<file path="config.mk">
export PLATFORM = sky130hd
export DESIGN_NAME = lbe_exec
export DESIGN_NICKNAME = d
export VERILOG_FILES = /design/src/lbe_pkg.sv /design/src/lbe_alu_if.sv /design/src/lbe_alu.sv /design/src/lbe_exec.sv
export SDC_FILE = /design/constraint.sdc
export NUM_CORES = 2
export LEC_CHECK = 0
export ABC_AREA = 1
export BUFFER_PORTS_ARGS = -buffer_cell sky130_fd_sc_hd__buf_2
export CELL_PAD_IN_SITES_DETAIL_PLACEMENT = 0
export CELL_PAD_IN_SITES_GLOBAL_PLACEMENT = 1
export CORE_UTILIZATION = 47
export DETAILED_ROUTE_END_ITERATION = 6
export PLACE_DENSITY_LB_ADDON = 0.1
export SYNTH_ARGS = -nofsm -noshare
export SYNTH_HDL_FRONTEND = slang
export SYNTH_HIERARCHICAL = 1
export SYNTH_SLANG_ARGS = --single-unit
export TNS_END_PERCENT = 100
</file>
<file path="constraint.sdc">
create_clock -name pclk -period 4.4 [get_ports pclk]
set_input_delay 0.88 -clock pclk [delete_from_list [all_inputs] [get_ports pclk]]
set_output_delay 0.88 -clock pclk [all_outputs]
set_load 0.05 [all_outputs]
</file>
<file path="src/lbe_pkg.sv">
package lbe_pkg;

  // APB register byte addresses.
  localparam logic [11:0] LBE_ADDR_INSTR = 12'h000;
  localparam logic [11:0] LBE_ADDR_ACC   = 12'h004;
  localparam logic [11:0] LBE_ADDR_FLAGS = 12'h008;
  localparam logic [11:0] LBE_ADDR_CYCLE = 12'h00C;
  // File register f sits at byte address LBE_FILE_BASE + 4*f.
  localparam logic [2:0]  LBE_FILE_BASE_HI = 3'h1;

  // Flag register field positions and reset values.
  localparam int          LBE_FLAG_CARRY  = 0;
  localparam int          LBE_FLAG_DCARRY = 1;
  localparam int          LBE_FLAG_ZERO   = 2;
  localparam int          LBE_FLAG_SKIP   = 3;
  localparam logic [7:0]  LBE_ACC_RST     = 8'h00;
  localparam logic [2:0]  LBE_FLAGS_RST   = 3'h0;
  localparam logic [13:0] LBE_INSTR_RST   = 14'h0000;

  // Instruction word encodings.
  localparam int          LBE_INSTR_W       = 14;
  localparam logic [5:0]  LBE_OPC_ADD_FILE  = 6'h07;
  localparam logic [5:0]  LBE_OPC_AND_FILE  = 6'h05;
  localparam logic [5:0]  LBE_OPC_AND_IMM   = 6'h39;
  localparam logic [4:0]  LBE_OPC_ADD_IMM   = 5'h1F;
  localparam logic [1:0]  LBE_GRP_BIT       = 2'h1;
  localparam logic [1:0]  LBE_BIT_CLR       = 2'h0;
  localparam logic [1:0]  LBE_BIT_SET       = 2'h1;
  localparam logic [1:0]  LBE_BIT_SKIP_ZERO = 2'h2;
  localparam logic [1:0]  LBE_BIT_SKIP_ONE  = 2'h3;

  // Timing and special file addresses.
  localparam int          LBE_CLKS_PER_CYC  = 4;
  localparam logic [6:0]  LBE_PORT_ADDR     = 7'h06;
  localparam logic [6:0]  LBE_TIMER_ADDR    = 7'h01;

  typedef enum logic [2:0] {
    LBE_OP_ADD,
    LBE_OP_AND,
    LBE_OP_BCLR,
    LBE_OP_BSET,
    LBE_OP_PASS
  } lbe_op_t;

endpackage : lbe_pkg
</file>
<file path="src/lbe_alu_if.sv">
`timescale 1ns/1ps
interface lbe_alu_if;
  lbe_pkg::lbe_op_t op;
  logic [7:0]       acc;
  logic [7:0]       opnd;
  logic [2:0]       bit_idx;
  logic [7:0]       result;
  logic             carry;
  logic             dcarry;
  logic             zero;
  logic             bit_val;

  modport alu  (input op, acc, opnd, bit_idx, output result, carry, dcarry, zero, bit_val);
  modport ctrl (output op, acc, opnd, bit_idx, input result, carry, dcarry, zero, bit_val);
endinterface : lbe_alu_if

</file>
<file path="src/lbe_alu.sv">
`timescale 1ns/1ps
module lbe_alu (
  lbe_alu_if.alu a
);
  logic [8:0] sum;
  logic [4:0] half;
  logic [7:0] mask;

  always_comb begin
    sum  = {1'b0, a.acc} + {1'b0, a.opnd};
    half = {1'b0, a.acc[3:0]} + {1'b0, a.opnd[3:0]};
    mask = 8'h01 << a.bit_idx;
    case (a.op)
      lbe_pkg::LBE_OP_ADD:  a.result = sum[7:0];
      lbe_pkg::LBE_OP_AND:  a.result = a.acc & a.opnd;
      lbe_pkg::LBE_OP_BCLR: a.result = a.opnd & ~mask;  // see RL5
      lbe_pkg::LBE_OP_BSET: a.result = a.opnd | mask;   // see RL6
      default:              a.result = a.opnd;
    endcase
    a.carry   = sum[8];                // see RL12
    a.dcarry  = half[4];               // see RL12
    a.zero    = (a.result == 8'h00);   // see RL12
    a.bit_val = |(a.opnd & mask);
  end
endmodule : lbe_alu

</file>
<file path="src/lbe_exec.sv">
// Chosen here: the register offsets and the APB register port.
`timescale 1ns/1ps
// How it works
// RL1: Immediate add sums accumulator and literal into accumulator; carry, digit carry, zero update.
// RL2: File add sums accumulator and file register; destination bit picks target; carry, digit carry, zero update.
// RL3: File AND routes result by destination bit; only zero flag changes.
// RL4: Immediate AND puts result in accumulator; only zero flag changes.
// RL5: Bit clear zeroes the indexed bit of a file register; flags untouched.
// RL6: Bit set forces the indexed bit of a file register; flags untouched.
// RL7: Skip-when-one discards the next instruction as a no-operation if the bit is one.
// RL8: Skip-when-zero discards the next instruction as a no-operation if the bit is zero.
// RL9: A taken skip costs two instruction cycles, the second a no-operation.
// RL10: Self-modifying operations on the port register read the pin levels.
// RL11: Modifying the timer count register clears its prescaler when assigned there.
// RL12: Zero means an 8-bit zero result; carries leave bit 7 and bit 3.
module lbe_exec #(
  parameter int         CLKS_PER_CYC = lbe_pkg::LBE_CLKS_PER_CYC,
  parameter logic [6:0] PORT_ADDR    = lbe_pkg::LBE_PORT_ADDR,
  parameter logic [6:0] TIMER_ADDR   = lbe_pkg::LBE_TIMER_ADDR
) (
  input  wire logic        pclk,
  input  wire logic        presetn,
  input  wire logic        psel,
  input  wire logic        penable,
  input  wire logic        pwrite,
  input  wire logic [11:0] paddr,
  input  wire logic [31:0] pwdata,
  output logic      [31:0] prdata,
  output logic             pready,
  output logic             pslverr,
  input  wire logic [7:0]  port_pins,
  input  wire logic        prescaler_on_timer,
  output logic             prescaler_clear
);

  localparam int DIV_W = (CLKS_PER_CYC > 1) ? $clog2(CLKS_PER_CYC) : 1;

  if (CLKS_PER_CYC < 2) begin : g_bad_div
    $error("CLKS_PER_CYC must be at least 2");
  end

  typedef enum logic [1:0] {
    LBE_ST_IDLE,
    LBE_ST_WAIT,
    LBE_ST_RESP
  } lbe_state_t;

  ////////////////////////////////////////////////////////////////////////////
  // Instruction cycle divider.

  logic [DIV_W-1:0] div_ff;
  logic [DIV_W-1:0] nxt_div;
  logic             cyc_tick;

  always_comb begin
    cyc_tick = (div_ff == DIV_W'(CLKS_PER_CYC - 1));
    nxt_div  = cyc_tick ? '0 : div_ff + 1'b1;
  end

  always_ff @(posedge pclk or negedge presetn) begin
    if (!presetn) begin
      div_ff <= '0;
    end else begin
      div_ff <= nxt_div;
    end
  end

  ////////////////////////////////////////////////////////////////////////////
  // Decode of the pending instruction and bus address.

  lbe_alu_if alu_bus ();

  lbe_alu u_alu (
    .a (alu_bus.alu)
  );

  lbe_state_t  state_ff;
  lbe_state_t  nxt_state;
  logic [7:0]  acc_ff;
  logic [7:0]  nxt_acc;
  logic [2:0]  flags_ff;
  logic [2:0]  nxt_flags;
  logic        skip_ff;
  logic        nxt_skip;
  logic [13:0] instr_ff;
  logic [13:0] nxt_instr;
  logic [31:0] cycles_ff;
  logic [31:0] nxt_cycles;
  logic [31:0] prdata_ff;
  logic [31:0] nxt_prdata;
  logic        pready_ff;
  logic        nxt_pready;
  logic        pslverr_ff;
  logic        nxt_pslverr;
  logic        presc_clr_ff;
  logic        nxt_presc_clr;
  logic [7:0]  file_mem [128];
  logic        mem_we;
  logic [6:0]  mem_wa;
  logic [7:0]  mem_wd;

  logic [13:0] iw;
  logic [6:0]  fa;
  logic        dest_file;
  logic [7:0]  file_opnd;
  logic        is_file_add;
  logic        is_file_and;
  logic        is_bit_grp;
  logic        is_imm_add;
  logic        is_imm_and;
  logic        file_region;
  logic [6:0]  bus_fa;
  logic        bus_hit;

  always_comb begin
    iw          = pwdata[13:0];
    fa          = iw[6:0];
    dest_file   = iw[7];
    is_file_add = (iw[13:8] == lbe_pkg::LBE_OPC_ADD_FILE);
    is_file_and = (iw[13:8] == lbe_pkg::LBE_OPC_AND_FILE);
    is_bit_grp  = (iw[13:12] == lbe_pkg::LBE_GRP_BIT);
    is_imm_add  = (iw[13:9] == lbe_pkg::LBE_OPC_ADD_IMM);
    is_imm_and  = (iw[13:8] == lbe_pkg::LBE_OPC_AND_IMM);
    // Port register operands come from the pins, not the output latch.
    file_opnd   = (fa == PORT_ADDR) ? port_pins : file_mem[fa];  // see RL10
    file_region = (paddr[11:9] == lbe_pkg::LBE_FILE_BASE_HI) && (paddr[1:0] == 2'h0);
    bus_fa      = paddr[8:2];
    bus_hit     = file_region || (paddr == lbe_pkg::LBE_ADDR_INSTR)
                  || (paddr == lbe_pkg::LBE_ADDR_ACC) || (paddr == lbe_pkg::LBE_ADDR_FLAGS)
                  || (paddr == lbe_pkg::LBE_ADDR_CYCLE);
  end

  ////////////////////////////////////////////////////////////////////////////
  // Bus slave and execution.

  always_comb begin
    nxt_state       = state_ff;
    nxt_acc         = acc_ff;
    nxt_flags       = flags_ff;
    nxt_skip        = skip_ff;
    nxt_instr       = instr_ff;
    nxt_cycles      = cycles_ff;
    nxt_prdata      = prdata_ff;
    nxt_pready      = 1'b0;
    nxt_pslverr     = 1'b0;
    nxt_presc_clr   = 1'b0;
    mem_we          = 1'b0;
    mem_wa          = bus_fa;
    mem_wd          = pwdata[7:0];
    alu_bus.acc     = acc_ff;
    alu_bus.opnd    = is_bit_grp || is_file_add || is_file_and ? file_opnd : iw[7:0];
    alu_bus.bit_idx = iw[9:7];
    alu_bus.op      = lbe_pkg::LBE_OP_PASS;
    if (is_file_add || is_imm_add) begin
      alu_bus.op = lbe_pkg::LBE_OP_ADD;
    end else if (is_file_and || is_imm_and) begin
      alu_bus.op = lbe_pkg::LBE_OP_AND;
    end else if (is_bit_grp && iw[11:10] == lbe_pkg::LBE_BIT_CLR) begin
      alu_bus.op = lbe_pkg::LBE_OP_BCLR;
    end else if (is_bit_grp && iw[11:10] == lbe_pkg::LBE_BIT_SET) begin
      alu_bus.op = lbe_pkg::LBE_OP_BSET;
    end
    case (state_ff)
      LBE_ST_IDLE: begin
        if (psel && penable) begin
          if (pwrite && paddr == lbe_pkg::LBE_ADDR_INSTR) begin
            nxt_state = LBE_ST_WAIT;
          end else begin
            nxt_state   = LBE_ST_RESP;
            nxt_pready  = 1'b1;
            nxt_pslverr = !bus_hit;
            nxt_prdata  = 32'h0000_0000;
            if (pwrite) begin
              if (file_region) begin
                mem_we = 1'b1;
              end else if (paddr == lbe_pkg::LBE_ADDR_ACC) begin
                nxt_acc = pwdata[7:0];
              end else if (paddr == lbe_pkg::LBE_ADDR_FLAGS) begin
                nxt_flags = pwdata[2:0];
              end
            end else if (file_region) begin
              nxt_prdata = {24'h00_0000, file_mem[bus_fa]};
            end else if (paddr == lbe_pkg::LBE_ADDR_INSTR) begin
              nxt_prdata = {18'h0_0000, instr_ff};
            end else if (paddr == lbe_pkg::LBE_ADDR_ACC) begin
              nxt_prdata = {24'h00_0000, acc_ff};
            end else if (paddr == lbe_pkg::LBE_ADDR_FLAGS) begin
              nxt_prdata = {28'h000_0000, skip_ff, flags_ff};
            end else if (paddr == lbe_pkg::LBE_ADDR_CYCLE) begin
              nxt_prdata = cycles_ff;
            end
          end
        end
      end
      LBE_ST_WAIT: begin
        // The bus stalls until the next instruction cycle boundary.
        if (cyc_tick) begin
          nxt_state  = LBE_ST_RESP;
          nxt_pready = 1'b1;
          nxt_instr  = iw;
          nxt_cycles = cycles_ff + 32'h0000_0001;
          mem_wa     = fa;
          mem_wd     = alu_bus.result;
          if (skip_ff) begin
            // Second cycle of a taken skip: the word is dropped unexecuted.
            nxt_skip = 1'b0;  // see RL7, RL8, RL9
          end else if (is_imm_add || is_file_add) begin
            nxt_flags[lbe_pkg::LBE_FLAG_CARRY]  = alu_bus.carry;   // see RL1, RL2
            nxt_flags[lbe_pkg::LBE_FLAG_DCARRY] = alu_bus.dcarry;  // see RL1, RL2
            nxt_flags[lbe_pkg::LBE_FLAG_ZERO]   = alu_bus.zero;    // see RL1, RL2
            mem_we  = is_file_add && dest_file;                   // see RL2
            nxt_acc = mem_we ? acc_ff : alu_bus.result;           // see RL1, RL2
          end else if (is_imm_and || is_file_and) begin
            nxt_flags[lbe_pkg::LBE_FLAG_ZERO] = alu_bus.zero;      // see RL3, RL4
            mem_we  = is_file_and && dest_file;                   // see RL3
            nxt_acc = mem_we ? acc_ff : alu_bus.result;           // see RL3, RL4
          end else if (is_bit_grp) begin
            case (iw[11:10])
              lbe_pkg::LBE_BIT_CLR:       mem_we   = 1'b1;               // see RL5
              lbe_pkg::LBE_BIT_SET:       mem_we   = 1'b1;               // see RL6
              lbe_pkg::LBE_BIT_SKIP_ONE:  nxt_skip = alu_bus.bit_val;    // see RL7, RL9
              lbe_pkg::LBE_BIT_SKIP_ZERO: nxt_skip = !alu_bus.bit_val;   // see RL8, RL9
              default:                    nxt_skip = 1'b0;
            endcase
          end
          nxt_presc_clr = mem_we && (fa == TIMER_ADDR) && prescaler_on_timer;  // see RL11
        end
      end
      LBE_ST_RESP: begin
        nxt_state = LBE_ST_IDLE;
      end
      default: begin
        nxt_state = LBE_ST_IDLE;
      end
    endcase
  end

  always_ff @(posedge pclk or negedge presetn) begin
    if (!presetn) begin
      state_ff     <= LBE_ST_IDLE;
      acc_ff       <= lbe_pkg::LBE_ACC_RST;
      flags_ff     <= lbe_pkg::LBE_FLAGS_RST;
      skip_ff      <= 1'b0;
      instr_ff     <= lbe_pkg::LBE_INSTR_RST;
      cycles_ff    <= 32'h0000_0000;
      prdata_ff    <= 32'h0000_0000;
      pready_ff    <= 1'b0;
      pslverr_ff   <= 1'b0;
      presc_clr_ff <= 1'b0;
    end else begin
      state_ff     <= nxt_state;
      acc_ff       <= nxt_acc;
      flags_ff     <= nxt_flags;
      skip_ff      <= nxt_skip;
      instr_ff     <= nxt_instr;
      cycles_ff    <= nxt_cycles;
      prdata_ff    <= nxt_prdata;
      pready_ff    <= nxt_pready;
      pslverr_ff   <= nxt_pslverr;
      presc_clr_ff <= nxt_presc_clr;
    end
  end

  // File registers clear at reset so that operands are never unknown.
  always_ff @(posedge pclk or negedge presetn) begin
    if (!presetn) begin
      for (int i = 0; i < 128; i++) begin
        file_mem[i] <= 8'h00;
      end
    end else if (mem_we) begin
      file_mem[mem_wa] <= mem_wd;
    end
  end

  always_comb begin
    prdata          = prdata_ff;
    pready          = pready_ff;
    pslverr         = pslverr_ff;
    prescaler_clear = presc_clr_ff;
  end

endmodule : lbe_exec

</file>
==> flow_summary.toml <==
[timing]
min_period_ps = 4290
slew_headroom_pct = 44.4
setup_viol = 0
hold_ws_ps = 136
period_share_pct = 97.5
drv_slew = 0
worst_pin_slew_ps = 834
hold_viol_final = 0
worst_slack_ps = 112
fin_worst_skew_ps = 32.5
tns_ps = 0
clock.fmax_mhz = 233

[detailed_routing]
drcViolationCount = 64
drtPass1Iterations = 7
drtIter0Drc = 8298
wl_mm = 276
post_drt_wl_per_cell_um = 24.4
vias_per_cell = 5.81
ant_nets = 0
vias = 65600

[power_and_ir_drop]
powerDensity_nw_per_um2 = 343
irDropWorstVdd_uv = 336
leakagePower_uw = 0.0358

[floorplan]
dieArea_um2 = 136000
die_h_um = 369
start_util_pct = 47.4
fp.dieW_um = 369
fp-row-count = 134
boundaryPins = 93
core_area_um2 = 134000

[clock_tree]
cts_max_level = 4
cts_tree = "yes"
clkLatencyLatePin_ps = 790
cts.sinks = 1121
cts_buffer_depth = 3
cts-root-buf = "clkbuf_16"
numCtsBuffers = 136
clk_pin_slew_worst_paths_ps = 60

[worst_setup_path]
endpoint_kind = "flip-flop"
slowest_delay_ps = 490
r2r-start = "file_mem[744]$_DFFE_PN0P_"
startpoint_type = "input pin"
criticalPathCategory = "input pin to flip-flop"
cp_cell_sequence = "buf_8 -> buf_12 -> buf_4 -> nor2_1 -> o21ai_0 -> nand2_1 -> a21oi_1 -> nand2_2 -> a21oi_1 -> nand3_1 -> nand3_2 -> a21oi_2 -> ha_1 -> inv_1 -> fa_1 -> inv_1 -> a21oi_1 -> nand2_1 -> inv_1 -> o21ai_4 -> inv_4 -> buf_12 -> o21ai_0"
critPathArrivalTime_ps = 4950
critPathLaunch = "pwdata[1]"
worstPathRequired_ps = 5070
cp_max_fo = 28
crit_slowest_cell = "o21ai_4"

[yosys]
synth-adder-area-share_pct = 0.229
mappedNetlistNets = 9314
ys_ff_latch = 1121
synth_mux_area_share_pct = 0.0316
synth_edf_count = 0
syn_area_um2 = 63400
yosysWarnings = 6
ys_types = 43
yosysSeqAreaShare_pct = 44.3
synthXorXnorAreaFrac_pct = 0.401
synth_compound_area_share_pct = 16.6
synth_ff_type = "dfrtp_1"
ys_async_sr_fraction_pct = 100
synth_top_family_by_area = "simple AND/OR/NAND/NOR gates"
syn-mean-instance-area_um2 = 6.85
synthCells = 9245
synthSimpleGateAreaFrac_pct = 30.7

[global_route]
track_usage_pct = 39.8
grt_max_degree = 99
grt_pass1_vias = 60900
grt_pass1_wl_mm = 404
grt-ovfl-total = 0
antenna_found_initial = 19

[layout]
final_cell_mix = "2636 x nand2_1, 1342 x nor2_1, 1291 x o21ai_0, 1121 x dfrtp_1, 583 x inv_1"
layout_commonest_cell = "nand2_1"
synthToLayoutAreaGrowth_pct = 17.6
fin_cells = 11300
drive_gt1_share_pct = 12.0
nFillCells = 13100
fin_nets = 9480
postLayoutCoreUtil_pct = 55.8

[flow_run]
drv_cap = 0

[placed_design]
gp_congestion = 0.993
dp_cells = 11000
port_buffers = 74
dp_hpwl_mm = 188
place_ws_ps = -1050

[hold_path]
holdCritPathClass = "input pin to asynchronous set/reset pin"

[status]
status = "complete, but fails checks"
violations = "DRC"
layout make-up:
cell class,count,area (um^2),area share [%]
clock buffers,192,3980,5.34
well taps,1768,2210,2.97
multi-input cells,6849,30800,41.4
inverters,643,2470,3.31
clock inverters,49,429,0.576
diodes,5,12.5,0.0168
flip-flops and latches,1121,28100,37.6
repair buffers,660,6560,8.80
critical path, delay by kind of cell:
family,cells,cell delay [ps]
AOI/OAI and AO/OA,7,1400
buffers and inverters,8,1260
and+or+nand+nor,6,670
adders and majority gates,2,600
routing by layer:
layer / GRT usage, % / vias up / wire [um]
li1: - / 30100 / -
met1: 53.6 / 31000 / 111000
met2: 59.4 / 3664 / 118000
met3: 9.76 / 782 / 31400
met4: 20.0 / 18 / 15300
met5: 0 / - / 125
flip-flops by register name (all words and copies together), names as in the netlist:
register / count
div_ff: 2
state_ff: 2
prescaler_clear: 1
skip_ff: 1
pslverr: 1
acc_ff: 8
pready: 1
file_mem: 1024
instr_ff: 14
flags_ff: 3
prdata: 32
cycles_ff: 32
worst paths after layout:
path                                              endpoint  cells after the start  slack [ps]
worst max register to register   file_mem[788]$_DFFE_PN0P_                     29         290
worst min register to register         div_ff[0]$_DFF_PN0_                      1         430
worst min-delay path             file_mem[853]$_DFFE_PN0P_                      1         140
worst max-delay path            file_mem[1001]$_DFFE_PN0P_                     23         110
min in group pclk                prescaler_clear$_DFF_PN0_                      3         410
max in group asynchronous        file_mem[581]$_DFFE_PN0P_                      3        2970
per-stage QoR:
stage                     power, uW  cell area [um^2]
after floorplan               12200             63500
after global placement        14100             69500
after detailed placement      14100             69500
after CTS                     25400             73900
after global routing          26200             74500
final                         25500             74500
cells in the mapped netlist, types with 3 or more instances:
master	n	share of area (%)
clkbuf_1	505	3.0
nand4_1	22	0.22
o211ai_1	92	1.1
inv_2	48	0.28
buf_2	61	0.48
a21oi_2	4	0.055
nand3_1	585	4.6
a21oi_1	372	2.9
nand2_1	2652	16
nand3_2	77	1.2
clkinv_1	4	0.024
ha_1	10	0.20
a41oi_1	4	0.055
nor4_1	5	0.049
nand2_2	11	0.11
nor3_1	24	0.19
nor2_1	1350	8.0
buf_6	3	0.053
a32o_1	4	0.063
o21bai_1	4	0.047
dfrtp_1	1121	44
nor2_4	12	0.21
o21ai_1	206	1.6
inv_1	591	3.5
xor2_1	28	0.39
nor2_2	28	0.28
o21a_1	7	0.083
o31ai_1	3	0.036
buf_4	5	0.059
or2_2	8	0.079
o22ai_1	11	0.11
buf_1	58	0.34
o21ai_0	1318	10
power by group:
group / switching (uW) / internal, uW
Clock: 4780 / 6590
Sequential: 51.3 / 10400
Combinational: 2640 / 1120
Total: 7480 / 18100
cell families after synthesis:
logic type | after synthesis
multiplexers | 2
flip-flops | 1121
AO/OA/AOI/OAI | 2030
buffers and inverters | 1275
adder cells (fa/ha/maj) | 11
AND/OR/NAND/NOR | 4777
XOR/XNOR | 29
repair_timing:
action                     4_1_cts  5_1_grt
gates resized for setup         10      100
cloned                           0        7
setup endpoints to repair      308      863
pin swaps                        2       10
hold buffers                     0        0
setup buffers                    1       11
Note: power is estimated with default switching activity, not from simulation.
